[src/design/uip_regs.svh]
`ifndef UIP_REGS_SVH
`define UIP_REGS_SVH
`define UIP_OFF_DATA 8'h00
`define UIP_OFF_RXERR 8'h04
`define UIP_OFF_STAT 8'h08
`define UIP_OFF_CTRL 8'h0c
`define UIP_OFF_IMASK 8'h10
`define UIP_OFF_RIS 8'h14
`define UIP_OFF_MIS 8'h18
`define UIP_NUM_IRQ 11
`define UIP_IRQ_RI 0
`define UIP_IRQ_CTS 1
`define UIP_IRQ_DCD 2
`define UIP_IRQ_DSR 3
`define UIP_IRQ_RX 4
`define UIP_IRQ_TX 5
`define UIP_IRQ_RT 6
`define UIP_IRQ_FE 7
`define UIP_IRQ_PE 8
`define UIP_IRQ_BE 9
`define UIP_IRQ_OE 10
`define UIP_RXERR_FE 0
`define UIP_RXERR_PE 1
`define UIP_RXERR_BE 2
`define UIP_RXERR_OE 3
`define UIP_DATA_ERR_LSB 8
`define UIP_STAT_TXSPACE 0
`define UIP_STAT_RXEMPTY 1
`define UIP_STAT_TXIDLE 2
`define UIP_CTRL_PAR_LSB 0
`define UIP_CTRL_TXMODE 3
`define UIP_CTRL_TXTHR_LSB 4
`define UIP_CTRL_RXTHR_LSB 8
`define UIP_THR_1_8 3'h0
`define UIP_THR_2_8 3'h1
`define UIP_THR_4_8 3'h2
`define UIP_THR_6_8 3'h3
`define UIP_THR_7_8 3'h4
`define UIP_RST_THR 3'h2
`define UIP_RST_IMASK 11'h000
`define UIP_RESP_OKAY 2'h0
`define UIP_RESP_SLVERR 2'h2
`endif

[src/design/uip_pkg.sv]
package uip_pkg;
  typedef enum logic [2:0] {
    parity_off,
    parity_even_sel,
    parity_odd_sel,
    parity_forced_one,
    parity_forced_zero
  } uip_parity_t;
  typedef enum logic {
    tx_irq_on_threshold,
    tx_irq_on_idle
  } uip_txmode_t;
  typedef struct packed {
    uip_parity_t parity;
    uip_txmode_t txmode;
    logic [2:0] tx_thr;
    logic [2:0] rx_thr;
  } uip_ctrl_t;
  typedef struct packed {
    logic [7:0] data;
    logic parity_bit;
    logic framing;
    logic brk;
  } uip_rx_head_t;
  typedef struct packed {
    logic [7:0] data;
    logic parity_bit;
  } uip_tx_push_t;
  typedef struct packed {
    logic dsr;
    logic dcd;
    logic cts;
    logic ri;
  } uip_modem_t;
endpackage : uip_pkg

[src/design/uip_status.sv]
// Local design decisions: the AXI4-Lite register port and the address map.
`timescale 1ns/10ps
`include "uip_regs.svh"
// Behaviour
// Each source has its own enable bit
// Eleven maskable interrupt sources exist
// Raw and masked interrupt status readable
// Parity none, even, odd, forced one, zero
// Four receive error flags, cleared together
// Overrun immediate; others follow last read
// Host clears error status after interrupt
// Transmit FIFO free-space flag is readable
// Transmit irq defaults to threshold; mode readable
// Idle mode: FIFO empty, frame fully sent
// Separate tx and rx thresholds, five levels
// Write-one clears chosen pending sources
// Interrupt output is OR of masked bits
module uip_status #(
  parameter int FIFO_DEPTH = 16,
  parameter int LVL_W = $clog2(FIFO_DEPTH) + 1
) (
  input wire logic aclk,
  input wire logic aresetn,
  input wire logic [7:0] s_axi_awaddr,
  input wire logic s_axi_awvalid,
  output logic s_axi_awready,
  input wire logic [31:0] s_axi_wdata,
  input wire logic [3:0] s_axi_wstrb,
  input wire logic s_axi_wvalid,
  output logic s_axi_wready,
  output logic [1:0] s_axi_bresp,
  output logic s_axi_bvalid,
  input wire logic s_axi_bready,
  input wire logic [7:0] s_axi_araddr,
  input wire logic s_axi_arvalid,
  output logic s_axi_arready,
  output logic [31:0] s_axi_rdata,
  output logic [1:0] s_axi_rresp,
  output logic s_axi_rvalid,
  input wire logic s_axi_rready,
  input wire uip_pkg::uip_rx_head_t rx_head,
  input wire logic [LVL_W-1:0] rx_level,
  input wire logic rx_overrun_pulse,
  input wire logic rx_timeout_pulse,
  output logic rx_pop,
  input wire logic [LVL_W-1:0] tx_level,
  input wire logic tx_shift_busy,
  output logic tx_push,
  output uip_pkg::uip_tx_push_t tx_push_word,
  output uip_pkg::uip_parity_t parity_mode,
  input wire uip_pkg::uip_modem_t modem_pins,
  output logic irq
);
  localparam int NI = `UIP_NUM_IRQ;

  if (FIFO_DEPTH < 8 || FIFO_DEPTH % 8 != 0 || LVL_W < $clog2(FIFO_DEPTH) + 1) begin : g_chk
    $error("FIFO_DEPTH must be a multiple of eight and LVL_W must hold it");
  end

  // Fill level that a threshold code selects
  function automatic logic [LVL_W-1:0] thr_lvl(input logic [2:0] sel);
    int n;
    case (sel)
      `UIP_THR_1_8: n = FIFO_DEPTH / 8;
      `UIP_THR_2_8: n = FIFO_DEPTH / 4;
      `UIP_THR_6_8: n = FIFO_DEPTH * 3 / 4;
      `UIP_THR_7_8: n = FIFO_DEPTH * 7 / 8;
      default: n = FIFO_DEPTH / 2;
    endcase
    return LVL_W'(n);
  endfunction : thr_lvl

  function automatic logic par_bit(input uip_pkg::uip_parity_t p, input logic [7:0] d);
    case (p)
      uip_pkg::parity_even_sel: return ^d;
      uip_pkg::parity_odd_sel: return ~^d;
      uip_pkg::parity_forced_one: return 1'b1;
      default: return 1'b0;
    endcase
  endfunction : par_bit

  uip_pkg::uip_ctrl_t ctrl_q;
  logic [NI-1:0] imask_q;
  logic [NI-1:0] ris_q;
  logic [3:0] rxerr_q;
  logic [3:0] rxerr_prev_q;
  logic [3:0] m_s1_q;
  logic [3:0] m_s2_q;
  logic [3:0] m_s3_q;
  logic rx_cond_q;
  logic tx_cond_q;
  logic [7:0] wr_addr_q;
  logic [31:0] wr_data_q;
  logic [3:0] wr_strb_q;

  logic wr_fire;
  logic [31:0] wbits;
  logic wr_ok;
  logic rd_fire;
  logic [31:0] rd_word;
  logic rd_ok;
  logic rx_nonempty;
  logic head_pe;
  logic tx_idle;
  logic rx_cond;
  logic tx_cond;
  logic [NI-1:0] evt;
  logic [NI-1:0] ris_clr;
  logic rd_data_pop;
  logic rxerr_clr;

  assign wr_fire = !s_axi_awready && !s_axi_wready && !s_axi_bvalid;
  assign wbits = wr_data_q & {{8{wr_strb_q[3]}}, {8{wr_strb_q[2]}},
                              {8{wr_strb_q[1]}}, {8{wr_strb_q[0]}}};
  assign rd_fire = s_axi_arvalid && s_axi_arready;
  assign rx_nonempty = rx_level != '0;
  assign tx_idle = tx_level == '0 && !tx_shift_busy;
  assign head_pe = ctrl_q.parity != uip_pkg::parity_off &&
                   rx_head.parity_bit != par_bit(ctrl_q.parity, rx_head.data);
  assign rd_data_pop = rd_fire && {s_axi_araddr[7:2], 2'b00} == `UIP_OFF_DATA && rx_nonempty;
  assign rxerr_clr = wr_fire && {wr_addr_q[7:2], 2'b00} == `UIP_OFF_RXERR;
  assign rx_cond = rx_level >= thr_lvl(ctrl_q.rx_thr);
  assign tx_cond = ctrl_q.txmode == uip_pkg::tx_irq_on_idle ? tx_idle :
                   tx_level <= thr_lvl(ctrl_q.tx_thr);

  // Writable registers all sit at or below RIS; STAT is read-only
  always_comb begin
    wr_ok = 1'b0;
    if ({wr_addr_q[7:2], 2'b00} <= `UIP_OFF_RIS) begin
      wr_ok = {wr_addr_q[7:2], 2'b00} != `UIP_OFF_STAT;
    end
  end

  always_comb begin
    rd_word = 32'h0000_0000;
    rd_ok = 1'b1;
    if ({s_axi_araddr[7:2], 2'b00} == `UIP_OFF_DATA) begin
      if (rx_nonempty) begin
        rd_word[7:0] = rx_head.data;
        rd_word[`UIP_DATA_ERR_LSB +: 3] = {rx_head.brk, head_pe, rx_head.framing};
      end
    end else if ({s_axi_araddr[7:2], 2'b00} == `UIP_OFF_RXERR) begin
      rd_word[3:0] = rxerr_q;
    end else if ({s_axi_araddr[7:2], 2'b00} == `UIP_OFF_STAT) begin
      rd_word[`UIP_STAT_TXSPACE] = tx_level < LVL_W'(FIFO_DEPTH);
      rd_word[`UIP_STAT_RXEMPTY] = !rx_nonempty;
      rd_word[`UIP_STAT_TXIDLE] = tx_idle;
    end else if ({s_axi_araddr[7:2], 2'b00} == `UIP_OFF_CTRL) begin
      rd_word[`UIP_CTRL_PAR_LSB +: 3] = ctrl_q.parity;
      rd_word[`UIP_CTRL_TXMODE] = ctrl_q.txmode;
      rd_word[`UIP_CTRL_TXTHR_LSB +: 3] = ctrl_q.tx_thr;
      rd_word[`UIP_CTRL_RXTHR_LSB +: 3] = ctrl_q.rx_thr;
    end else if ({s_axi_araddr[7:2], 2'b00} == `UIP_OFF_IMASK) begin
      rd_word[NI-1:0] = imask_q;
    end else if ({s_axi_araddr[7:2], 2'b00} == `UIP_OFF_RIS) begin
      rd_word[NI-1:0] = ris_q;
    end else if ({s_axi_araddr[7:2], 2'b00} == `UIP_OFF_MIS) begin
      rd_word[NI-1:0] = ris_q & imask_q;
    end else begin
      rd_ok = 1'b0;
    end
  end

  // Write channel: address and data may arrive in either order
  always_ff @(posedge aclk) begin
    if (!aresetn) begin
      s_axi_awready <= 1'b1;
      s_axi_wready <= 1'b1;
      s_axi_bvalid <= 1'b0;
      s_axi_bresp <= `UIP_RESP_OKAY;
      wr_addr_q <= 8'h00;
      wr_data_q <= 32'h0000_0000;
      wr_strb_q <= 4'h0;
    end else begin
      if (s_axi_awvalid && s_axi_awready) begin
        wr_addr_q <= s_axi_awaddr;
        s_axi_awready <= 1'b0;
      end
      if (s_axi_wvalid && s_axi_wready) begin
        wr_data_q <= s_axi_wdata;
        wr_strb_q <= s_axi_wstrb;
        s_axi_wready <= 1'b0;
      end
      if (wr_fire) begin
        s_axi_bvalid <= 1'b1;
        s_axi_bresp <= wr_ok ? `UIP_RESP_OKAY : `UIP_RESP_SLVERR;
      end
      if (s_axi_bvalid && s_axi_bready) begin
        s_axi_bvalid <= 1'b0;
        s_axi_awready <= 1'b1;
        s_axi_wready <= 1'b1;
      end
    end
  end

  // Read data is captured at the address handshake so side effects happen once
  always_ff @(posedge aclk) begin
    if (!aresetn) begin
      s_axi_arready <= 1'b1;
      s_axi_rvalid <= 1'b0;
      s_axi_rdata <= 32'h0000_0000;
      s_axi_rresp <= `UIP_RESP_OKAY;
    end else if (rd_fire) begin
      s_axi_arready <= 1'b0;
      s_axi_rvalid <= 1'b1;
      s_axi_rdata <= rd_word;
      s_axi_rresp <= rd_ok ? `UIP_RESP_OKAY : `UIP_RESP_SLVERR;
    end else if (s_axi_rvalid && s_axi_rready) begin
      s_axi_rvalid <= 1'b0;
      s_axi_arready <= 1'b1;
    end
  end

  // Illegal mode or threshold codes are ignored so the fields stay decodable
  always_ff @(posedge aclk) begin
    if (!aresetn) begin
      ctrl_q.parity <= uip_pkg::parity_off;
      ctrl_q.txmode <= uip_pkg::tx_irq_on_threshold;
      ctrl_q.tx_thr <= `UIP_RST_THR;
      ctrl_q.rx_thr <= `UIP_RST_THR;
      imask_q <= `UIP_RST_IMASK;
    end else if (wr_fire && {wr_addr_q[7:2], 2'b00} == `UIP_OFF_CTRL) begin
      if (wr_strb_q[0]) begin
        if (wr_data_q[`UIP_CTRL_PAR_LSB +: 3] <= 3'h4) begin
          ctrl_q.parity <= uip_pkg::uip_parity_t'(wr_data_q[`UIP_CTRL_PAR_LSB +: 3]);
        end
        ctrl_q.txmode <= uip_pkg::uip_txmode_t'(wr_data_q[`UIP_CTRL_TXMODE]);
        if (wr_data_q[`UIP_CTRL_TXTHR_LSB +: 3] <= `UIP_THR_7_8) begin
          ctrl_q.tx_thr <= wr_data_q[`UIP_CTRL_TXTHR_LSB +: 3];
        end
      end
      if (wr_strb_q[1] && wr_data_q[`UIP_CTRL_RXTHR_LSB +: 3] <= `UIP_THR_7_8) begin
        ctrl_q.rx_thr <= wr_data_q[`UIP_CTRL_RXTHR_LSB +: 3];
      end
    end else if (wr_fire && {wr_addr_q[7:2], 2'b00} == `UIP_OFF_IMASK) begin
      imask_q <= (imask_q & ~{wr_strb_q[1] ? 3'h7 : 3'h0, wr_strb_q[0] ? 8'hff : 8'h00})
                 | wbits[NI-1:0];
    end
  end

  assign parity_mode = ctrl_q.parity;

  // Push to the transmit FIFO with the parity bit already formed
  always_ff @(posedge aclk) begin
    if (!aresetn) begin
      tx_push <= 1'b0;
      tx_push_word <= '0;
      rx_pop <= 1'b0;
    end else begin
      tx_push <= wr_fire && {wr_addr_q[7:2], 2'b00} == `UIP_OFF_DATA && wr_strb_q[0]
                 && tx_level < LVL_W'(FIFO_DEPTH);
      tx_push_word.data <= wr_data_q[7:0];
      tx_push_word.parity_bit <= par_bit(ctrl_q.parity, wr_data_q[7:0]);
      rx_pop <= rd_data_pop;
    end
  end

  // Error flags: a new error in the clearing cycle wins over the clear
  always_ff @(posedge aclk) begin
    if (!aresetn) begin
      rxerr_q <= 4'h0;
    end else begin
      if (rxerr_clr) begin
        rxerr_q <= 4'h0;
      end
      if (rd_data_pop) begin
        rxerr_q[`UIP_RXERR_FE] <= rx_head.framing;
        rxerr_q[`UIP_RXERR_PE] <= head_pe;
        rxerr_q[`UIP_RXERR_BE] <= rx_head.brk;
      end
      if (rx_overrun_pulse) begin
        rxerr_q[`UIP_RXERR_OE] <= 1'b1;
      end
    end
  end

  // Modem lines come from pins: two flops, then a third for change detection
  always_ff @(posedge aclk) begin
    if (!aresetn) begin
      m_s1_q <= 4'h0;
      m_s2_q <= 4'h0;
      m_s3_q <= 4'h0;
    end else begin
      m_s1_q <= modem_pins;
      m_s2_q <= m_s1_q;
      m_s3_q <= m_s2_q;
    end
  end

  always_ff @(posedge aclk) begin
    if (!aresetn) begin
      rxerr_prev_q <= 4'h0;
      rx_cond_q <= 1'b0;
      tx_cond_q <= 1'b1; // Empty FIFO at reset is no fresh drop
    end else begin
      rxerr_prev_q <= rxerr_q;
      rx_cond_q <= rx_cond;
      tx_cond_q <= tx_cond;
    end
  end

  // Error interrupts fire on a flag rising, so software must clear the flags
  always_comb begin
    evt = '0;
    evt[`UIP_IRQ_DSR:`UIP_IRQ_RI] = m_s2_q ^ m_s3_q;
    evt[`UIP_IRQ_RX] = rx_cond && !rx_cond_q;
    evt[`UIP_IRQ_TX] = tx_cond && !tx_cond_q;
    evt[`UIP_IRQ_RT] = rx_timeout_pulse;
    evt[`UIP_IRQ_FE] = rxerr_q[`UIP_RXERR_FE] && !rxerr_prev_q[`UIP_RXERR_FE];
    evt[`UIP_IRQ_PE] = rxerr_q[`UIP_RXERR_PE] && !rxerr_prev_q[`UIP_RXERR_PE];
    evt[`UIP_IRQ_BE] = rxerr_q[`UIP_RXERR_BE] && !rxerr_prev_q[`UIP_RXERR_BE];
    evt[`UIP_IRQ_OE] = rxerr_q[`UIP_RXERR_OE] && !rxerr_prev_q[`UIP_RXERR_OE];
  end

  assign ris_clr = (wr_fire && {wr_addr_q[7:2], 2'b00} == `UIP_OFF_RIS) ? wbits[NI-1:0] : '0;

  always_ff @(posedge aclk) begin
    if (!aresetn) begin
      ris_q <= '0;
    end else begin
      ris_q <= (ris_q & ~ris_clr) | evt;
    end
  end

  // Registered for a clean output; lags the status by one cycle
  always_ff @(posedge aclk) begin
    if (!aresetn) begin
      irq <= 1'b0;
    end else begin
      irq <= |(ris_q & imask_q);
    end
  end
endmodule : uip_status

[config.mk]
export PLATFORM = sky130hd
export DESIGN_NAME = uip_status
export DESIGN_NICKNAME = d
export VERILOG_FILES = /design/src/design/uip_pkg.sv /design/src/design/uip_status.sv
export VERILOG_INCLUDE_DIRS = /design/src /design/src/design
export SDC_FILE = /design/constraint.sdc
export NUM_CORES = 1
export LEC_CHECK = 0
export BUFFER_PORTS_ARGS = -buffer_cell sky130_fd_sc_hd__buf_2
export CORE_MARGIN = 1.5
export CORE_UTILIZATION = 48
export CTS_CLUSTER_SIZE = 10
export DETAILED_ROUTE_END_ITERATION = 6
export HOLD_SLACK_MARGIN = 0.03
export PLACE_DENSITY = 0.78
export SYNTH_ARGS = -nofsm -noshare
export SYNTH_HDL_FRONTEND = slang
export SYNTH_SLANG_ARGS = --single-unit
[constraint.sdc]
create_clock -name aclk -period 2 [get_ports aclk]
set_input_delay 0.1 -clock aclk [delete_from_list [all_inputs] [get_ports aclk]]
set_output_delay 0.1 -clock aclk [all_outputs]
set_load 0.005 [all_outputs]
## After elaboration in Yosys (flattened, before gate mapping)

Cells that the tools add are included.

- Multiplexer cells: 37
- Reduce and logical (&&, ||, !) cells: 57
- Bitwise logic cells: 11
- $lt $le $gt $ge: 7
- Eq/ne operators: 21

Operator list:

| kind | count |
|---|---|
| $mux W11 | 6 |
| $and A11 B11 Y11 | 4 |
| $pmux W4 S4 | 2 |
| $eq A6 B3 Y1 const B | 5 |
| $logic_and A1 B1 Y1 | 25 |
| $not A11 Y11 | 2 |
| $or A11 B11 Y11 | 2 |
| $eq A6 B2 Y1 const B | 3 |
| $mux W8 | 2 |
| $reduce_xnor A8 Y1 | 2 |
| $reduce_xor A8 Y1 | 2 |
| $mux W1 | 15 |
| $mux W7 | 2 |
| $eq A3 B2 Y1 const B | 4 |
| $eq A6 B1 Y1 const B | 2 |
| $logic_not A6 Y1 | 2 |
| $mux W3 | 4 |
| $logic_not A1 Y1 | 11 |
| $reduce_or A11 Y1 | 1 |
| $eq A3 B1 Y1 const B | 3 |
| $le A3 B3 Y1 const B | 3 |
| $le A8 B5 Y1 const B | 1 |
| $mux W4 | 2 |
| $eq A3 B3 Y1 const B | 2 |
| 17 further kinds | 26 |

- Logic and storage cells: 163
- Output and inout port bits: 56
- Register bits: 107
- Bits of input ports: 87

## Longest topological paths before layout

- Depth after elaboration: 9
- Depth in mapped cells: 9
- Mapped depth without buffers: 9

## Worst setup path after synthesis

OpenSTA, ideal clock, no wires.

- Path type: reg2reg
- From: register s_axi_awready
- To: register ris_q[4]
- Slack: 0.222 ns
- Library setup time: 0.117 ns
- Path buffers: 2
- Clock period less this slack: 1.778 ns
- Arrival: 1.661 ns
- Cell stages (with the launch flop): 8
- Required time: 1.883 ns
- Cell sequence: dfxtp_1 > buf_6 > or3_4 > nor3_4 > and4_1 > buf_6 > nand2_2 > a32o_1

- Word-level cells in the longest chain between the ends: 8

Ends and longest elaborated chain:

| element | line | RTL |
|---|---|---|
| start, declared | uip_status.sv:26 | `output logic s_axi_awready,` |
| start signal, assigned | uip_status.sv:167 | `s_axi_awready <= 1'b1;` |
| start signal, assigned | uip_status.sv:177 | `s_axi_awready <= 1'b0;` |
| start signal, assigned | uip_status.sv:190 | `s_axi_awready <= 1'b1;` |
| $logic_not A1 Y1 | uip_status.sv:112 | `assign wr_fire = !s_axi_awready && !s_axi_wready && !s_axi_bvalid;` |
| $logic_and A1 B1 Y1 (2 in series) | uip_status.sv:112 |  |
| $logic_and A1 B1 Y1 (no source line) | n/a |  |
| $mux W11 | uip_status.sv:315 | `` assign ris_clr = (wr_fire && {wr_addr_q[7:2], 2'b00} == `UIP_OFF_RIS) ? wbits[NI-1:0] : '0; `` |
| $not A11 Y11 | uip_status.sv:321 | `ris_q <= (ris_q & ~ris_clr) \| evt;` |
| $and A11 B11 Y11 | uip_status.sv:321 |  |
| $or A11 B11 Y11 | uip_status.sv:321 |  |
| end signal, assigned | uip_status.sv:321 |  |
| end, declared | uip_status.sv:84 | `logic [NI-1:0] ris_q;` |

No other way between the ends.
A chain may end at the register's enable or synchronous reset.

## Worst setup path in the final report

- From: register ctrl_q[3] (netlist name)
- To: register ris_q[5]

- Word-level cells in the longest chain between the ends: 6
- Elaborated cells on any way between the ends: 9
- Classes of those cells: 1 x order compare; 3 x eq/ne; 2 x mux; 1 x bitwise; 2 x reduce/logical

Ends and longest elaborated chain:

| element | line | RTL |
|---|---|---|
| start, declared | uip_status.sv:82 | `uip_pkg::uip_ctrl_t ctrl_q;` |
| $eq A3 B3 Y1, or another cell as far along | uip_status.sv:63 | `case (sel)` |
| $pmux W4 S4 (*) | uip_status.sv:63 |  |
| $le A5 B5 Y1 (not written as such) (*) | uip_status.sv:124 | `tx_level <= thr_lvl(ctrl_q.tx_thr);` |
| $mux W1 (*) | uip_status.sv:123 | `assign tx_cond = ctrl_q.txmode == uip_pkg::tx_irq_on_idle ? tx_idle :` |
| $logic_and A1 B1 Y1 (*) | uip_status.sv:307 | `` evt[`UIP_IRQ_TX] = tx_cond && !tx_cond_q; `` |
| $or A11 B11 Y11 (*) | uip_status.sv:321 |  |

Every way passes the cells marked *; elsewhere a longest branch is shown, timed or not.

==> summary.txt <==
STA
  – Min Tclk post-route: ~1.9 ns
  – Normalized max-slew margin: a little under half
  – Fin. Hold Viols: 0
  – Slew Limit Fails: 0
  – RSZ-0062 raised after global routing: no
  – Setup TNS: 0 ns
  – Worst Tran Pin Value: between 0.7 and 0.8 ns
  – Final setup viols: 0
  – Worst Clk Skew: ~0.01 ns
  – F_max: about 540 MHz
  – Post-route clock period utilization: 93.2%

Synth
  – Yosys top cell by area: dfxtp_1
  – Mux cell area share after synthesis: between 3 and 4%
  – EDFF count, synth: 0
  – Post-synthesis compound-gate area fraction: around 16%
  – Share of the synthesized area in the top cell type: a little over two fifths
  – Largest family of logic cells by synthesized area: simple AND/OR/NAND/NOR gates
  – Count of unique library cells instantiated by Yosys: 56
  – Mapped Cells: ~550
  – Synth top area cells: dfxtp_1 44%, nand2_1 6.2%, a21oi_1 5.7%
  – Synth Area in Adders: ~2.1%
  – Mapped Area: roughly 4700 sq um
  – Post-synth ARST share: 0%
  – Synth Flop Type: dfxtp_1
  – Post-Synth Simple-Gate Area: a little under a quarter
  – Syn. warnings: 0
  – Seq/Total Area, Yosys: 43.9%
  – FF+latch count, synth: just over 100
  – Synth Area in XOR/XNOR: approximately 3.0%
  – Mean area per synthesized cell: around 8.5 sq um

Layout
  – Area Growth Syn to Fin: 24.9%
  – # fillers: about 820
  – Share of cells above drive strength 1: about a fifth
  – Final design utilization: 62.7%
  – N_diodes: 0
  – Nets@finish: 776

Place
  – Placer Congestion: 0.887
  – I/O Buffers: 92
  – Hpwl dp: ~8300 microns

CTS
  – Clk slew on worst S/H paths: 0.09 ns
  – Post-CTS setup buffers: 0
  – TritonCTS clock tree: built
  – Clock Path Buffers: 2
  – Clock Tree Root: clkbuf_8
  – Cts bufs inserted: 9
  – CTS sink cnt: 103
  – H-tree depth: 3
  – Clk_lat worst skew: 0.37 ns

Floorplan
  – Die W: approximately 100 microns
  – Total I/O pin count: between 100 and 150
  – Die area: approximately 10000 sq um
  – Rows: 35
  – Die extent in y: roughly 100 microns
  – Core outline area: ~9400 sq um
  – Initial core utilization: 50.2%

Critical path
  – Slowest cell on crit path: dfxtp_2
  – Arrival @ worst endpoint: about 2.2 ns
  – Required time of the critical path: between 2 and 2.5 ns
  – Crit path kind: reg -> reg
  – CP Capture Type: flip-flop
  – Crit-path cells: nor2_2 > mux2i_1 > ha_1 > nor2b_1 > o21a_1 > o21ai_0 > a22oi_1 > or2_2 > a21oi_1
  – Worst reg-to-reg path cell count: 9
  – CP Max Fanout: 4
  – Worst R2R Setup Slack: about 0.14 ns
  – Critical path launch point type: flip-flop
  – Max incr delay on CP: between 0.3 and 0.4 ns

GRT
  – Initial antenna violation count: 0
  – GRT overflow: 0
  – Gr usage total: 23.9%
  – First-pass GRT wire length: just under 20000 microns
  – Largest net degree at the start of global routing: 75
  – Vias in the first global route: 4077

Route
  – Iteration-0 DRC Markers: 301
  – Vias: 4303
  – Antenna-violating nets left: 0
  – WL per Instance: between 10 and 15 microns
  – Vias per Instance: about 5.3
  – Drt total wl: roughly 12000 microns
  – Drc violations: 0
  – DR pass1 iterations: 5

Power and ir drop
  – Total power divided by cell area: between 700 and 800 nW/um^2
  – Leakage Power: around 2.4 nW
  – Clock power share: 36.5%
  – P_sw: roughly 1.0 mW
  – Comb power frac: between 10% and 20%
  – Cell-internal power: ~3.2 mW
  – Power share of the sequential group: about half
  – Maximum vdd ir drop: 0.000408 V
  – Sw frac: between 20 and 25%

Hold path
  – Hold Path Stages: 3
  – Min-delay worst type: in -> reg

Run
  – Max-cap violation count: 0

Outcome
  – Status: finished, final reports clean
## timing repair
action,in CTS,in global routing
hold buffers,38,0
gates resized for setup,0,3
endpoints found under the setup margin,0,1
endpoints found under the hold margin,40,0
## routing by layer
| layer | share of wire (%) | track usage, % | up-vias |
|---|---|---|---|
| met5 | 0 | 0 | - |
| met4 | 2.2 | 9.69 | 0 |
| met3 | 7.1 | 4.24 | 21 |
| met2 | 48 | 39.8 | 178 |
| met1 | 43 | 30.7 | 1991 |
| li1 | - | - | 2113 |
## critical path: cells and delay by family, from the launching register on
kind	cells	cell delay (ns)
flops	1	0.35
fa+ha+maj	1	0.29
compound gates	4	0.51
mux	1	0.10
simple gates	3	0.55
## placed cells by master (no fill, tap or decap), drive strengths merged, types with 7 or more instances in the layout
| cell type | netlist | layout |
|---|---|---|
| a21oi | 54 | 54 |
| and2 | 22 | 22 |
| dfxtp | 103 | 103 |
| a32oi | 11 | 11 |
| nand3 | 11 | 11 |
| o21ai | 25 | 25 |
| nand2b | 18 | 18 |
| a31oi | 8 | 8 |
| nand4 | 7 | 7 |
| nand2 | 80 | 80 |
| ha | 8 | 8 |
| dlygate4sd3 | 0 | 38 |
| mux2i | 17 | 17 |
| nor2 | 46 | 46 |
| xnor2 | 12 | 12 |
| inv | 17 | 19 |
| buf | 31 | 110 |
| clkbuf | 22 | 9 |
| conb | 1 | 23 |
| nor3 | 9 | 9 |
## kinds of logic (layout without fill, tap and decap cells)
logic type	count (synthesis)	in the layout
xor+xnor	16	16
simple gates	213	213
fa+ha+maj	8	8
compound gates	123	123
flops	103	103
buf+inv	71	182
other cells	1	23
mux	18	18
## path summary, 6_finish.rpt
check / startpoint / end
worst max-delay path: ctrl_q[3]$_SDFFE_PN0P_ / ris_q[5]$_SDFF_PN0_
worst min-delay path: rx_head[7] / s_axi_rdata[4]$_SDFFE_PN0P_
worst max register to register: ctrl_q[3]$_SDFFE_PN0P_ / ris_q[5]$_SDFF_PN0_
worst min register to register: m_s1_q[3]$_SDFF_PN0_ / m_s2_q[3]$_SDFF_PN0_
## final cells by class
class	count	area (sq um)	share of cell area, %
multi-input combinational	401	2340	39.8
tap	129	161	2.75
clock buffer	9	124	2.11
inverter	18	67.6	1.15
sequential	103	2060	35.2
timing repair buffer	148	1000	17.0
clock inverter	7	118	2.00
## cells in the mapped netlist, drive strengths merged (2+ instances only)
cell    count
a211o       3
a211oi      2
a21oi      54
a221oi      3
a22o        2
a31oi       8
a32o        2
a32oi      11
and2       22
and3        2
and4        2
buf        31
clkbuf     22
dfxtp     103
ha          8
inv        17
mux2i      17
nand2      80
nand2b     18
nand3      11
nand4       7
nand4b      2
nor2       46
nor2b       4
nor3        9
nor4        2
o211ai      3
o21ai      25
o221ai      3
or3         2
or4         3
xnor2      12
xor2        4
## stage by stage
stage	setup WS [ns]	hold slack, ns	area (sq um)	total power, mW	cells
floorplan	0.222	0.200	4780	2.53	575
CTS	0.0845	0.0361	5870	4.25	815
global placement	0.174	0.310	5250	2.66	761
finish	0.136	0.0445	5870	4.24	815
global route	0.0106	0.0424	5870	4.42	815
detailed placement	0.106	0.313	5250	2.68	761
## power by group through the flow
stage	combinational, mW	sequential, mW	clock, mW
after global routing	0.569	2.19	1.66
after floorplan	0.314	2.22	0
after detailed placement	0.445	2.23	0
after CTS	0.505	2.18	1.57
after global placement	0.434	2.23	0
final	0.509	2.18	1.55
Note: power is estimated with default switching activity, not from simulation.
